## config.mk

```make
export PLATFORM = sky130hd
export DESIGN_NAME = device_capability_registers
export DESIGN_NICKNAME = d
export VERILOG_FILES = /design/src/common/caps_pkg.sv /design/src/verilog/device_capability_registers.sv
export SDC_FILE = /design/constraint.sdc
export NUM_CORES = 1
export LEC_CHECK = 0
export ABC_AREA = 1
export BUFFER_PORTS_ARGS = -buffer_cell sky130_fd_sc_hd__buf_4
export CAP_MARGIN = 20
export CORE_ASPECT_RATIO = 0.7
export CORE_MARGIN = 10
export CORE_UTILIZATION = 28
export DETAILED_ROUTE_END_ITERATION = 10
export GPL_TIMING_DRIVEN = 0
export HOLD_SLACK_MARGIN = 0.1
export PLACE_DENSITY = 0.82
export SYNTH_ARGS = -nofsm -noshare
export SYNTH_HDL_FRONTEND = slang
export SYNTH_SLANG_ARGS = --single-unit
```

## constraint.sdc

```tcl
create_clock -name hclk -period 1.2 [get_ports hclk]
set_clock_uncertainty 0.2 [all_clocks]
set_input_delay 0.06 -clock hclk [delete_from_list [all_inputs] [get_ports hclk]]
set_output_delay 0.06 -clock hclk [all_outputs]
set_load 0.01 [all_outputs]
```

## src/common/caps_pkg.sv

```systemverilog
// register map, field layout and fixed values of the capability bank
package caps_pkg;
  // ----------------------------------------
  // bus geometry
  // ----------------------------------------
  localparam int ADDR_W = 12;
  localparam logic [ADDR_W-1:0] MEMORY_SIZE_CAPS_OFS = 12'h008;
  localparam logic [ADDR_W-1:0] CORE_FEATURE_CAPS_OFS = 12'h010;
  localparam logic [ADDR_W-1:0] PERIPHERAL_PRESENCE_CAPS_OFS = 12'h014;
  localparam logic [1:0] HTRANS_NONSEQ = 2'h2;
  localparam logic [1:0] HTRANS_SEQ = 2'h3;
  localparam logic [2:0] HSIZE_WORD = 3'h2;

  // ----------------------------------------
  // memory size word
  // ----------------------------------------
  localparam logic [15:0] SRAM_SIZE_CODE = 16'h000F;
  localparam logic [15:0] FLASH_SIZE_CODE = 16'h0007;

  // ----------------------------------------
  // core feature word bit positions
  // ----------------------------------------
  localparam int PWM_PRESENT_BIT = 20;
  localparam int MIN_SYSTEM_CLOCK_DIVISOR_LSB = 12;
  localparam logic [3:0] MIN_SYSTEM_DIVISOR = 4'h7;
  localparam int MEMORY_PROTECTION_BIT = 7;
  localparam int PLL_PRESENT_BIT = 4;
  localparam int WATCHDOG_BIT = 3;
  localparam int TRACE_OUTPUT_BIT = 2;
  localparam int SERIAL_DEBUG_BIT = 1;
  localparam int JTAG_BIT = 0;

  // ----------------------------------------
  // peripheral presence word bit positions
  // ----------------------------------------
  localparam int COMPARATOR_0_BIT = 24;
  localparam int GP_TIMER_0_BIT = 16;
  localparam int SYNC_SERIAL_BIT = 4;
  localparam int SERIAL_PORT_0_BIT = 0;
  localparam int NUM_COMPARATORS = 3;
  localparam int NUM_GP_TIMERS = 3;
  localparam int NUM_SERIAL_PORTS = 2;
endpackage

```

## src/verilog/device_capability_registers.sv

```systemverilog
// read-only capability register bank on an ahb-lite slave port
`timescale 1ns/100ps
module device_capability_registers #(
  parameter int NUM_COMPARATORS = caps_pkg::NUM_COMPARATORS,
  parameter int NUM_GP_TIMERS = caps_pkg::NUM_GP_TIMERS,
  parameter int NUM_SERIAL_PORTS = caps_pkg::NUM_SERIAL_PORTS
) (
  // clock and reset
  input wire logic hclk,
  input wire logic hresetn,
  // ahb-lite slave
  input wire logic hsel,
  input wire logic [31:0] haddr,
  input wire logic [1:0] htrans,
  input wire logic hwrite,
  input wire logic [2:0] hsize,
  input wire logic hready,
  input wire logic [31:0] hwdata,
  output logic [31:0] hrdata,
  output logic hreadyout,
  output logic hresp,
  // mask toward the clock-gating control registers
  output logic [31:0] clock_gating_mask
);

  // ----------------------------------------
  // fixed capability words
  // ----------------------------------------
  function automatic logic [31:0] core_feature_word();
    logic [31:0] w;
    w = 32'h0000_0000;
    w[caps_pkg::PWM_PRESENT_BIT] = 1'b1;
    w[caps_pkg::MIN_SYSTEM_CLOCK_DIVISOR_LSB +: 4] = caps_pkg::MIN_SYSTEM_DIVISOR;
    w[caps_pkg::MEMORY_PROTECTION_BIT] = 1'b1;
    w[caps_pkg::PLL_PRESENT_BIT] = 1'b1;
    w[caps_pkg::WATCHDOG_BIT] = 1'b1;
    w[caps_pkg::TRACE_OUTPUT_BIT] = 1'b1;
    w[caps_pkg::SERIAL_DEBUG_BIT] = 1'b1;
    w[caps_pkg::JTAG_BIT] = 1'b1;
    return w;
  endfunction

  function automatic logic [31:0] peripheral_word();
    logic [31:0] w;
    w = 32'h0000_0000;
    for (int i = 0; i < NUM_COMPARATORS; i++) begin
      w[caps_pkg::COMPARATOR_0_BIT + i] = 1'b1;
    end
    for (int i = 0; i < NUM_GP_TIMERS; i++) begin
      w[caps_pkg::GP_TIMER_0_BIT + i] = 1'b1;
    end
    w[caps_pkg::SYNC_SERIAL_BIT] = 1'b1;
    for (int i = 0; i < NUM_SERIAL_PORTS; i++) begin
      w[caps_pkg::SERIAL_PORT_0_BIT + i] = 1'b1;
    end
    return w;
  endfunction

  // only the masking presence bits survive, everything else goes as zero
  function automatic logic [31:0] gating_mask_of(input logic [31:0] cf);
    logic [31:0] m;
    m = 32'h0000_0000;
    m[caps_pkg::PWM_PRESENT_BIT] = cf[caps_pkg::PWM_PRESENT_BIT];
    m[caps_pkg::WATCHDOG_BIT] = cf[caps_pkg::WATCHDOG_BIT];
    m[caps_pkg::TRACE_OUTPUT_BIT] = cf[caps_pkg::TRACE_OUTPUT_BIT];
    m[caps_pkg::SERIAL_DEBUG_BIT] = cf[caps_pkg::SERIAL_DEBUG_BIT];
    m[caps_pkg::JTAG_BIT] = cf[caps_pkg::JTAG_BIT];
    return m;
  endfunction

  localparam logic [31:0] MEMORY_SIZE_WORD =
    {caps_pkg::SRAM_SIZE_CODE, caps_pkg::FLASH_SIZE_CODE};

  // ----------------------------------------
  // address phase
  // ----------------------------------------
  logic access_valid;
  logic [31:0] nxt_rdata;
  assign access_valid = hsel && hready &&
    (htrans == caps_pkg::HTRANS_NONSEQ || htrans == caps_pkg::HTRANS_SEQ);

  // reads are decoded in the address phase so data stands in the data phase;
  // unmapped offsets and reserved bits read as zero
  always_comb begin
    nxt_rdata = 32'h0000_0000;
    unique case (haddr[caps_pkg::ADDR_W-1:0])
      caps_pkg::MEMORY_SIZE_CAPS_OFS: nxt_rdata = MEMORY_SIZE_WORD;
      caps_pkg::CORE_FEATURE_CAPS_OFS: nxt_rdata = core_feature_word();
      caps_pkg::PERIPHERAL_PRESENCE_CAPS_OFS: nxt_rdata = peripheral_word();
      default: nxt_rdata = 32'h0000_0000;
    endcase
  end

  // ----------------------------------------
  // data phase: zero wait states, always okay
  // ----------------------------------------
  // writes are accepted and dropped; the bank holds no writable state
  always_ff @(posedge hclk or negedge hresetn) begin
    if (!hresetn) begin
      hrdata <= 32'h0000_0000;
    end else if (access_valid && !hwrite) begin
      hrdata <= nxt_rdata;
    end else if (access_valid) begin
      hrdata <= 32'h0000_0000;
    end
  end

  always_ff @(posedge hclk or negedge hresetn) begin
    if (!hresetn) begin
      hreadyout <= 1'b1;
      hresp <= 1'b0;
    end else begin
      hreadyout <= 1'b1;
      hresp <= 1'b0;
    end
  end

  // ----------------------------------------
  // clock-gating mask
  // ----------------------------------------
  always_ff @(posedge hclk or negedge hresetn) begin
    if (!hresetn) begin
      clock_gating_mask <= 32'h0000_0000;
    end else begin
      clock_gating_mask <= gating_mask_of(core_feature_word());
    end
  end

endmodule
```

==> impl_metrics.tcl, run 1 <==
set metrics [dict create \
    synth_most_common_cell "buf_4" \
    grt_max_degree 9 \
    yosysWarnings 0 \
    coreArea_um2 2820 \
    die_h_um 65.6 \
    firstDrtPassIters 3 \
    synthTopCellsByArea "buf_4, dfrtp_1, nand2_1, nand3_1, nor2_1" \
    ctsHoldBuffers 3 \
    cp_top_family "flip-flops" \
    rows 16 \
    h-tree-depth 1 \
    synth_top_area_cell "buf_4" \
    ys_seq_area_share_pct 24.0 \
    antennaDiodeCount 0 \
    ir_drop_v 0.000247 \
    gp_congestion 0.719 \
    crit_type "flip-flop to primary output" \
    cts_tree "built" \
    antenna_found_initial 0 \
    hpwlAfterDp_mm 2.11 \
    worstPathCellList "buf_6, buf_6" \
    outcome "finished, final reports clean" \
    hold_slack_ns 0.0163 \
    grt_pass1_vias 722 \
    placedCellCount 226 \
    crit_buf_inv 2 \
    clkPwrFrac_pct 35.8 \
    fp.dieArea_um2 5590 \
    synth_top_cell_area_share_pct 52.3 \
    finish.utilization_pct 51.6 \
    cts_max_path_buffers 2 \
    cpPeakStageDelay_ns 0.46 \
    portBuffers 39 \
    drv_slew 0 \
    setup_ws_ns 0.00973 \
    clockRootBuffer "clkbuf_8" \
    hold_class "input port to flip-flop" \
    hold_violations 0 \
    grt_first_pass_wirelength_mm 3.57 \
    switching_power_uw 234 \
    place_ws_ns 0.152 \
    rsz0062_at_grt "true" \
    cts.sinks 8 \
    power.density_nw_per_um2 609 \
    fin_crit_ns 1.19 \
    seq_area_um2 203 \
    drt-vias-per-instance 3.25 \
    setup_tns_ns 0 \
    postCtsSetupBuffers 0 \
    crit_fanout 7 \
    multi_input_area_um2 347 \
    final_cells 231 \
    syn_area_um2 833 \
    cts_buffers 3 \
    start_kind "flip-flop" \
    crit_path_top_delay_cell "dfrtp_2" \
    drive_gt1_share_pct 54.9 \
    period_share_pct 99.2 \
    drtIter0Drc 53 \
    drc 0 \
    clock_latency_ns 0.23 \
    grt_overflow 0 \
    fmax_ghz 0.840 \
    synth_edf_count 0 \
    start_util_pct 29.5 \
    vias 751 \
    synthTopCellsByCount "buf_4, nand2_1, dfrtp_1" \
    drt_wl_total_mm 2.39 \
    synth_cell_types 10 \
    fin_nets 271 \
    cp.arrival_ns 0.93 \
    wl_per_cell_um 10.4 \
    seqPwrFrac_pct 31.1 \
    path_common_cell "buf_6" \
    final.fill_count 276 \
    netlist_instances 108 \
    setup_viol 0 \
    track_usage_pct 8.01 \
    leakage_nw 0.912 \
    ant_nets 0 \
    syn_to_final_growth_pct 74.9 \
    required_ns 0.94 \
    die_w_um 85.2 \
    boundaryPins 140 \
    p_comb_share_pct 33.1 \
    async_flop_share_pct 100 \
    clk_pin_slew_ns 0.04 \
    p_int_uw 654 \
    syn_avg_cell_area_um2 7.72 \
    ys.flop_type "dfrtp_1" \
    swShare_pct 26.3 \
    drv_cap 0 \
    synth_seq_cells 8 \
    end_kind "primary output" \
]
-- worst register-to-register path, cell delays in order (launching register included) --
cell	delay, ns
dfrtp_2	0.46
nand2_1	0.09
nand2_1	0.05
-- final timing paths --
| path | depth (start not counted) | end | from | slack, ns |
|---|---|---|---|---|
| max | 2 | hrdata[14] | hrdata[20] | 0.01 |
| min | 5 | hrdata[25] | haddr[2] | 0.02 |
| max reg2reg | 2 | hrdata[20] | hrdata[20] | 0.29 |
| min reg2reg | 2 | hrdata[4] | hrdata[4] | 0.29 |
| max in group asynchronous | 3 | clock_gating_mask[0] | hresetn | 0.14 |
| min in group asynchronous | 3 | hrdata[18] | hresetn | 0.52 |
-- registers in the layout, indices dropped and copies added (netlist names) --
name and cells:
clock_gating_mask 1, hrdata 7
-- layout by cell type (no fill, tap or decap) --
cell,n
conb_1,45
buf_4,81
nand3_1,6
nand2_1,17
or2_1,2
nor2_1,6
nand3_2,2
dfrtp_2,2
dlygate4sd3_1,3
buf_6,15
clkbuf_8,3
inv_1,3
inv_2,1
nor2_2,1
nor2_4,2
dfrtp_1,6
-- logic make-up after synthesis --
group	Yosys count	synth area share [%]
other	2	0.901
AND/OR/NAND/NOR	36	21.0
buffers and inverters	62	54.1
flip-flops	8	24.0
-- routing by layer --
layer | track usage (%) | wire length (um)
met1 | 6.37 | 668
met2 | 14.7 | 1330
met4 | 4.30 | 43
met3 | 5.30 | 345
met5 | 0 | 0
-- layout make-up --
type                    count  area share [%]
multi-input cells          81            23.8
clock buffers               3            2.83
plain buffers              58            31.4
repair buffers             41            23.9
well taps                  36            3.09
inverters                   4            1.03
flip-flops and latches      8            13.9
-- metrics by stage --
stage | area (um^2) | total power, mW
global route | 1460 | 0.951
detailed placement | 1330 | 0.547
CTS | 1410 | 0.873
global placement | 1330 | 0.544
floorplan | 995 | 0.480
finish | 1460 | 0.888
-- timing repair --
item                       CTS  global route
setup endpoints to repair    5            12
resized for setup            1            18
hold endpoints to repair    15             6
pin swaps                    0             2
-- power groups by stage --
| stage | Clock, mW | Combinational, mW | Sequential (mW) |
|---|---|---|---|
| floorplan | 0 | 0.201 | 0.279 |
| global placement | 0 | 0.266 | 0.279 |
| detailed placement | 0 | 0.269 | 0.279 |
| CTS | 0.321 | 0.276 | 0.275 |
| global route | 0.351 | 0.323 | 0.276 |
| finish | 0.318 | 0.294 | 0.276 |
No activity file was read; power rests on OpenSTA's default activity.
==> run 2, diff against run 1 <==
--- a/config.mk
+++ b/config.mk
@@ -9,12 +9,12 @@
 export BUFFER_PORTS_ARGS = -buffer_cell sky130_fd_sc_hd__buf_4
 export CAP_MARGIN = 20
 export CORE_ASPECT_RATIO = 0.7
-export CORE_MARGIN = 10
+export CORE_MARGIN = 2
 export CORE_UTILIZATION = 28
 export DETAILED_ROUTE_END_ITERATION = 10
 export GPL_TIMING_DRIVEN = 0
 export HOLD_SLACK_MARGIN = 0.1
-export PLACE_DENSITY = 0.82
+export PLACE_DENSITY_LB_ADDON = 0.3
 export SYNTH_ARGS = -nofsm -noshare
 export SYNTH_HDL_FRONTEND = slang
 export SYNTH_SLANG_ARGS = --single-unit
==> run 2 against run 1 <==
Net effect:
- hold slack lost 0.0039 ns
- die area shrank 39%
- clock-buffer cell count is the same
- design area shrank 2.5%
- via count shrank 2.5%
- flip-flop and latch count is the same
- register-to-register slack is essentially flat
- largest cell class unchanged
==> impl_metrics.tcl, run 2 (synthesis gave the netlist of run 1 again) <==
set metrics [dict create \
    outcome "finished, final reports clean" \
    setup_viol 0 \
    drc 0 \
    ant_nets 0 \
    hold_depth 5 \
    hold_violations 0 \
    cts_buffers 3 \
    grt_first_pass_wirelength_mm 2.65 \
    postCtsSetupBuffers 0 \
    vias 732 \
    multi_input_area_um2 344 \
    fin_crit_ns 1.19 \
    fin_nets 271 \
    portBuffers 39 \
    final_cell_mix "buf_4, conb_1, nand2_1, nor2_1" \
    coreArea_um2 2820 \
    crit_path_top_delay_cell "dfrtp_2" \
    grt_pass1_vias 643 \
    boundaryPins 140 \
    seq_area_um2 203 \
    cts_max_path_buffers 2 \
    power.density_nw_per_um2 616 \
    syn_to_final_growth_pct 70.6 \
    busiest_layer "met2" \
    firstDrtPassIters 4 \
    clk_pin_slew_ns 0.04 \
    cp_top_family "flip-flops" \
    cts.sinks 8 \
    crit_fanout 7 \
    drv_slew 0 \
    drv_cap 0 \
    start_util_pct 29.5 \
    r2r_start "hrdata[18]" \
    r2r_slack_ns 0.30 \
    min_to "hrdata[25]" \
    wl_per_cell_um 6.61 \
    drt-vias-per-instance 3.17 \
    cpPeakStageDelay_ns 0.43 \
    period_share_pct 99.4 \
    die_h_um 49.6 \
    fp.dieArea_um2 3440 \
    hold_slack_ns 0.0124 \
    met2_usage_pct 14.1 \
    clockRootBuffer "clkbuf_8" \
    start_kind "flip-flop" \
    hold_start "haddr[2]" \
    largest_reg_flops 7 \
    antenna_found_initial 0 \
    reg_top3 "hrdata: 7 flops, clock_gating_mask: 1 flops" \
    rsz0062_at_grt "true" \
    antennaDiodeCount 0 \
    crit_type "flip-flop to primary output" \
    grt_use_met3_pct 3.68 \
    finalPower_uw 875 \
    use_met1_pct 12.0 \
    drive_gt1_share_pct 54.4 \
    worstPathCellList "buf_4, buf_4" \
    crit_buf_inv 2 \
    required_ns 0.94 \
    leakage_nw 0.906 \
    grt_max_degree 9 \
    drt_wl_total_mm 1.53 \
    ir_drop_v 0.000292 \
    h-tree-depth 1 \
    die_w_um 69.2 \
    path_common_cell "buf_4" \
    grt_overflow 0 \
    fmax_ghz 0.838 \
    end_kind "primary output" \
    drtIter0Drc 18 \
    hold_class "input port to flip-flop" \
    hpwlAfterDp_mm 1.39 \
    track_usage_pct 9.38 \
    gp_congestion 0.699 \
    clock_latency_ns 0.23 \
    rows 16 \
    ctsHoldBuffers 3 \
    layout_commonest_cell "buf_4" \
    final.fill_count 274 \
    r2r_cells 2 \
    r2r_end "hrdata[18]" \
    cp.arrival_ns 0.93 \
    regMostFlops "hrdata" \
    cts_tree "built" \
]
## run 2: how the worst max path moves through the flow
stage / cells after the start / from / to / slack, ns
2_1_floorplan: 2 / hrdata[20] / hrdata[20] / 0.31
3_3_place_gp: 5 / haddr[1] / hrdata[2] / 0.15
3_5_place_dp: 5 / haddr[1] / hrdata[2] / 0.14
4_1_cts: 2 / hrdata[20] / hrdata[13] / 0.007
5_1_grt: 2 / hrdata[20] / hrdata[14] / -0.01
6_report: 2 / hrdata[20] / hrdata[14] / 0.007
## run 2: what timing repair did
| item | 4_1_cts | 5_1_grt |
|---|---|---|
| resized for setup | 1 | 8 |
| setup endpoints to repair | 5 | 14 |
| pin swaps | 0 | 2 |
| endpoints found under the hold margin | 15 | 5 |
## run 2: per-layer routing
layer	share of wire (%)	vias up	wire [um]
met5	0	-	0
met2	43	48	664
met1	40	282	618
met3	15	2	230
li1	-	400	-
met4	1.0	0	16
## run 2: worst register-to-register path, cell delays in order (launching register included)
cell and delay, ns:
dfrtp_1 0.42, nand2_1 0.09, nand3_1 0.08
## run 2: final cells by class
type | count | share of cell area, %
Multi-Input combinational cell | 81 | 24.2
Sequential cell | 8 | 14.3
Tap cell | 36 | 3.17
Buffer | 58 | 31.4
Inverter | 4 | 1.06
Clock buffer | 3 | 2.90
Timing Repair Buffer | 41 | 23.0
## run 2: through the flow
step / util (%) / TNS [ns] / setup slack, ns / cell area [um^2] / instances
CTS: 49.8 / 0 / 0.00748 / 1410 / 232
floorplan: - / 0 / 0.309 / 995 / 151
global route: 50.4 / -0.0635 / -0.0149 / 1420 / 231
global placement: 47.2 / 0 / 0.151 / 1330 / 226
detailed placement: 47.2 / 0 / 0.139 / 1330 / 226
finish: 50.4 / 0 / 0.00738 / 1420 / 231
## run 2: report_power, final
group / internal, mW / switching, mW / total, mW
clock network: 0.217 / 0.100 / 0.317
registers: 0.273 / 0.00264 / 0.276
logic: 0.162 / 0.120 / 0.282
total: 0.652 / 0.223 / 0.875
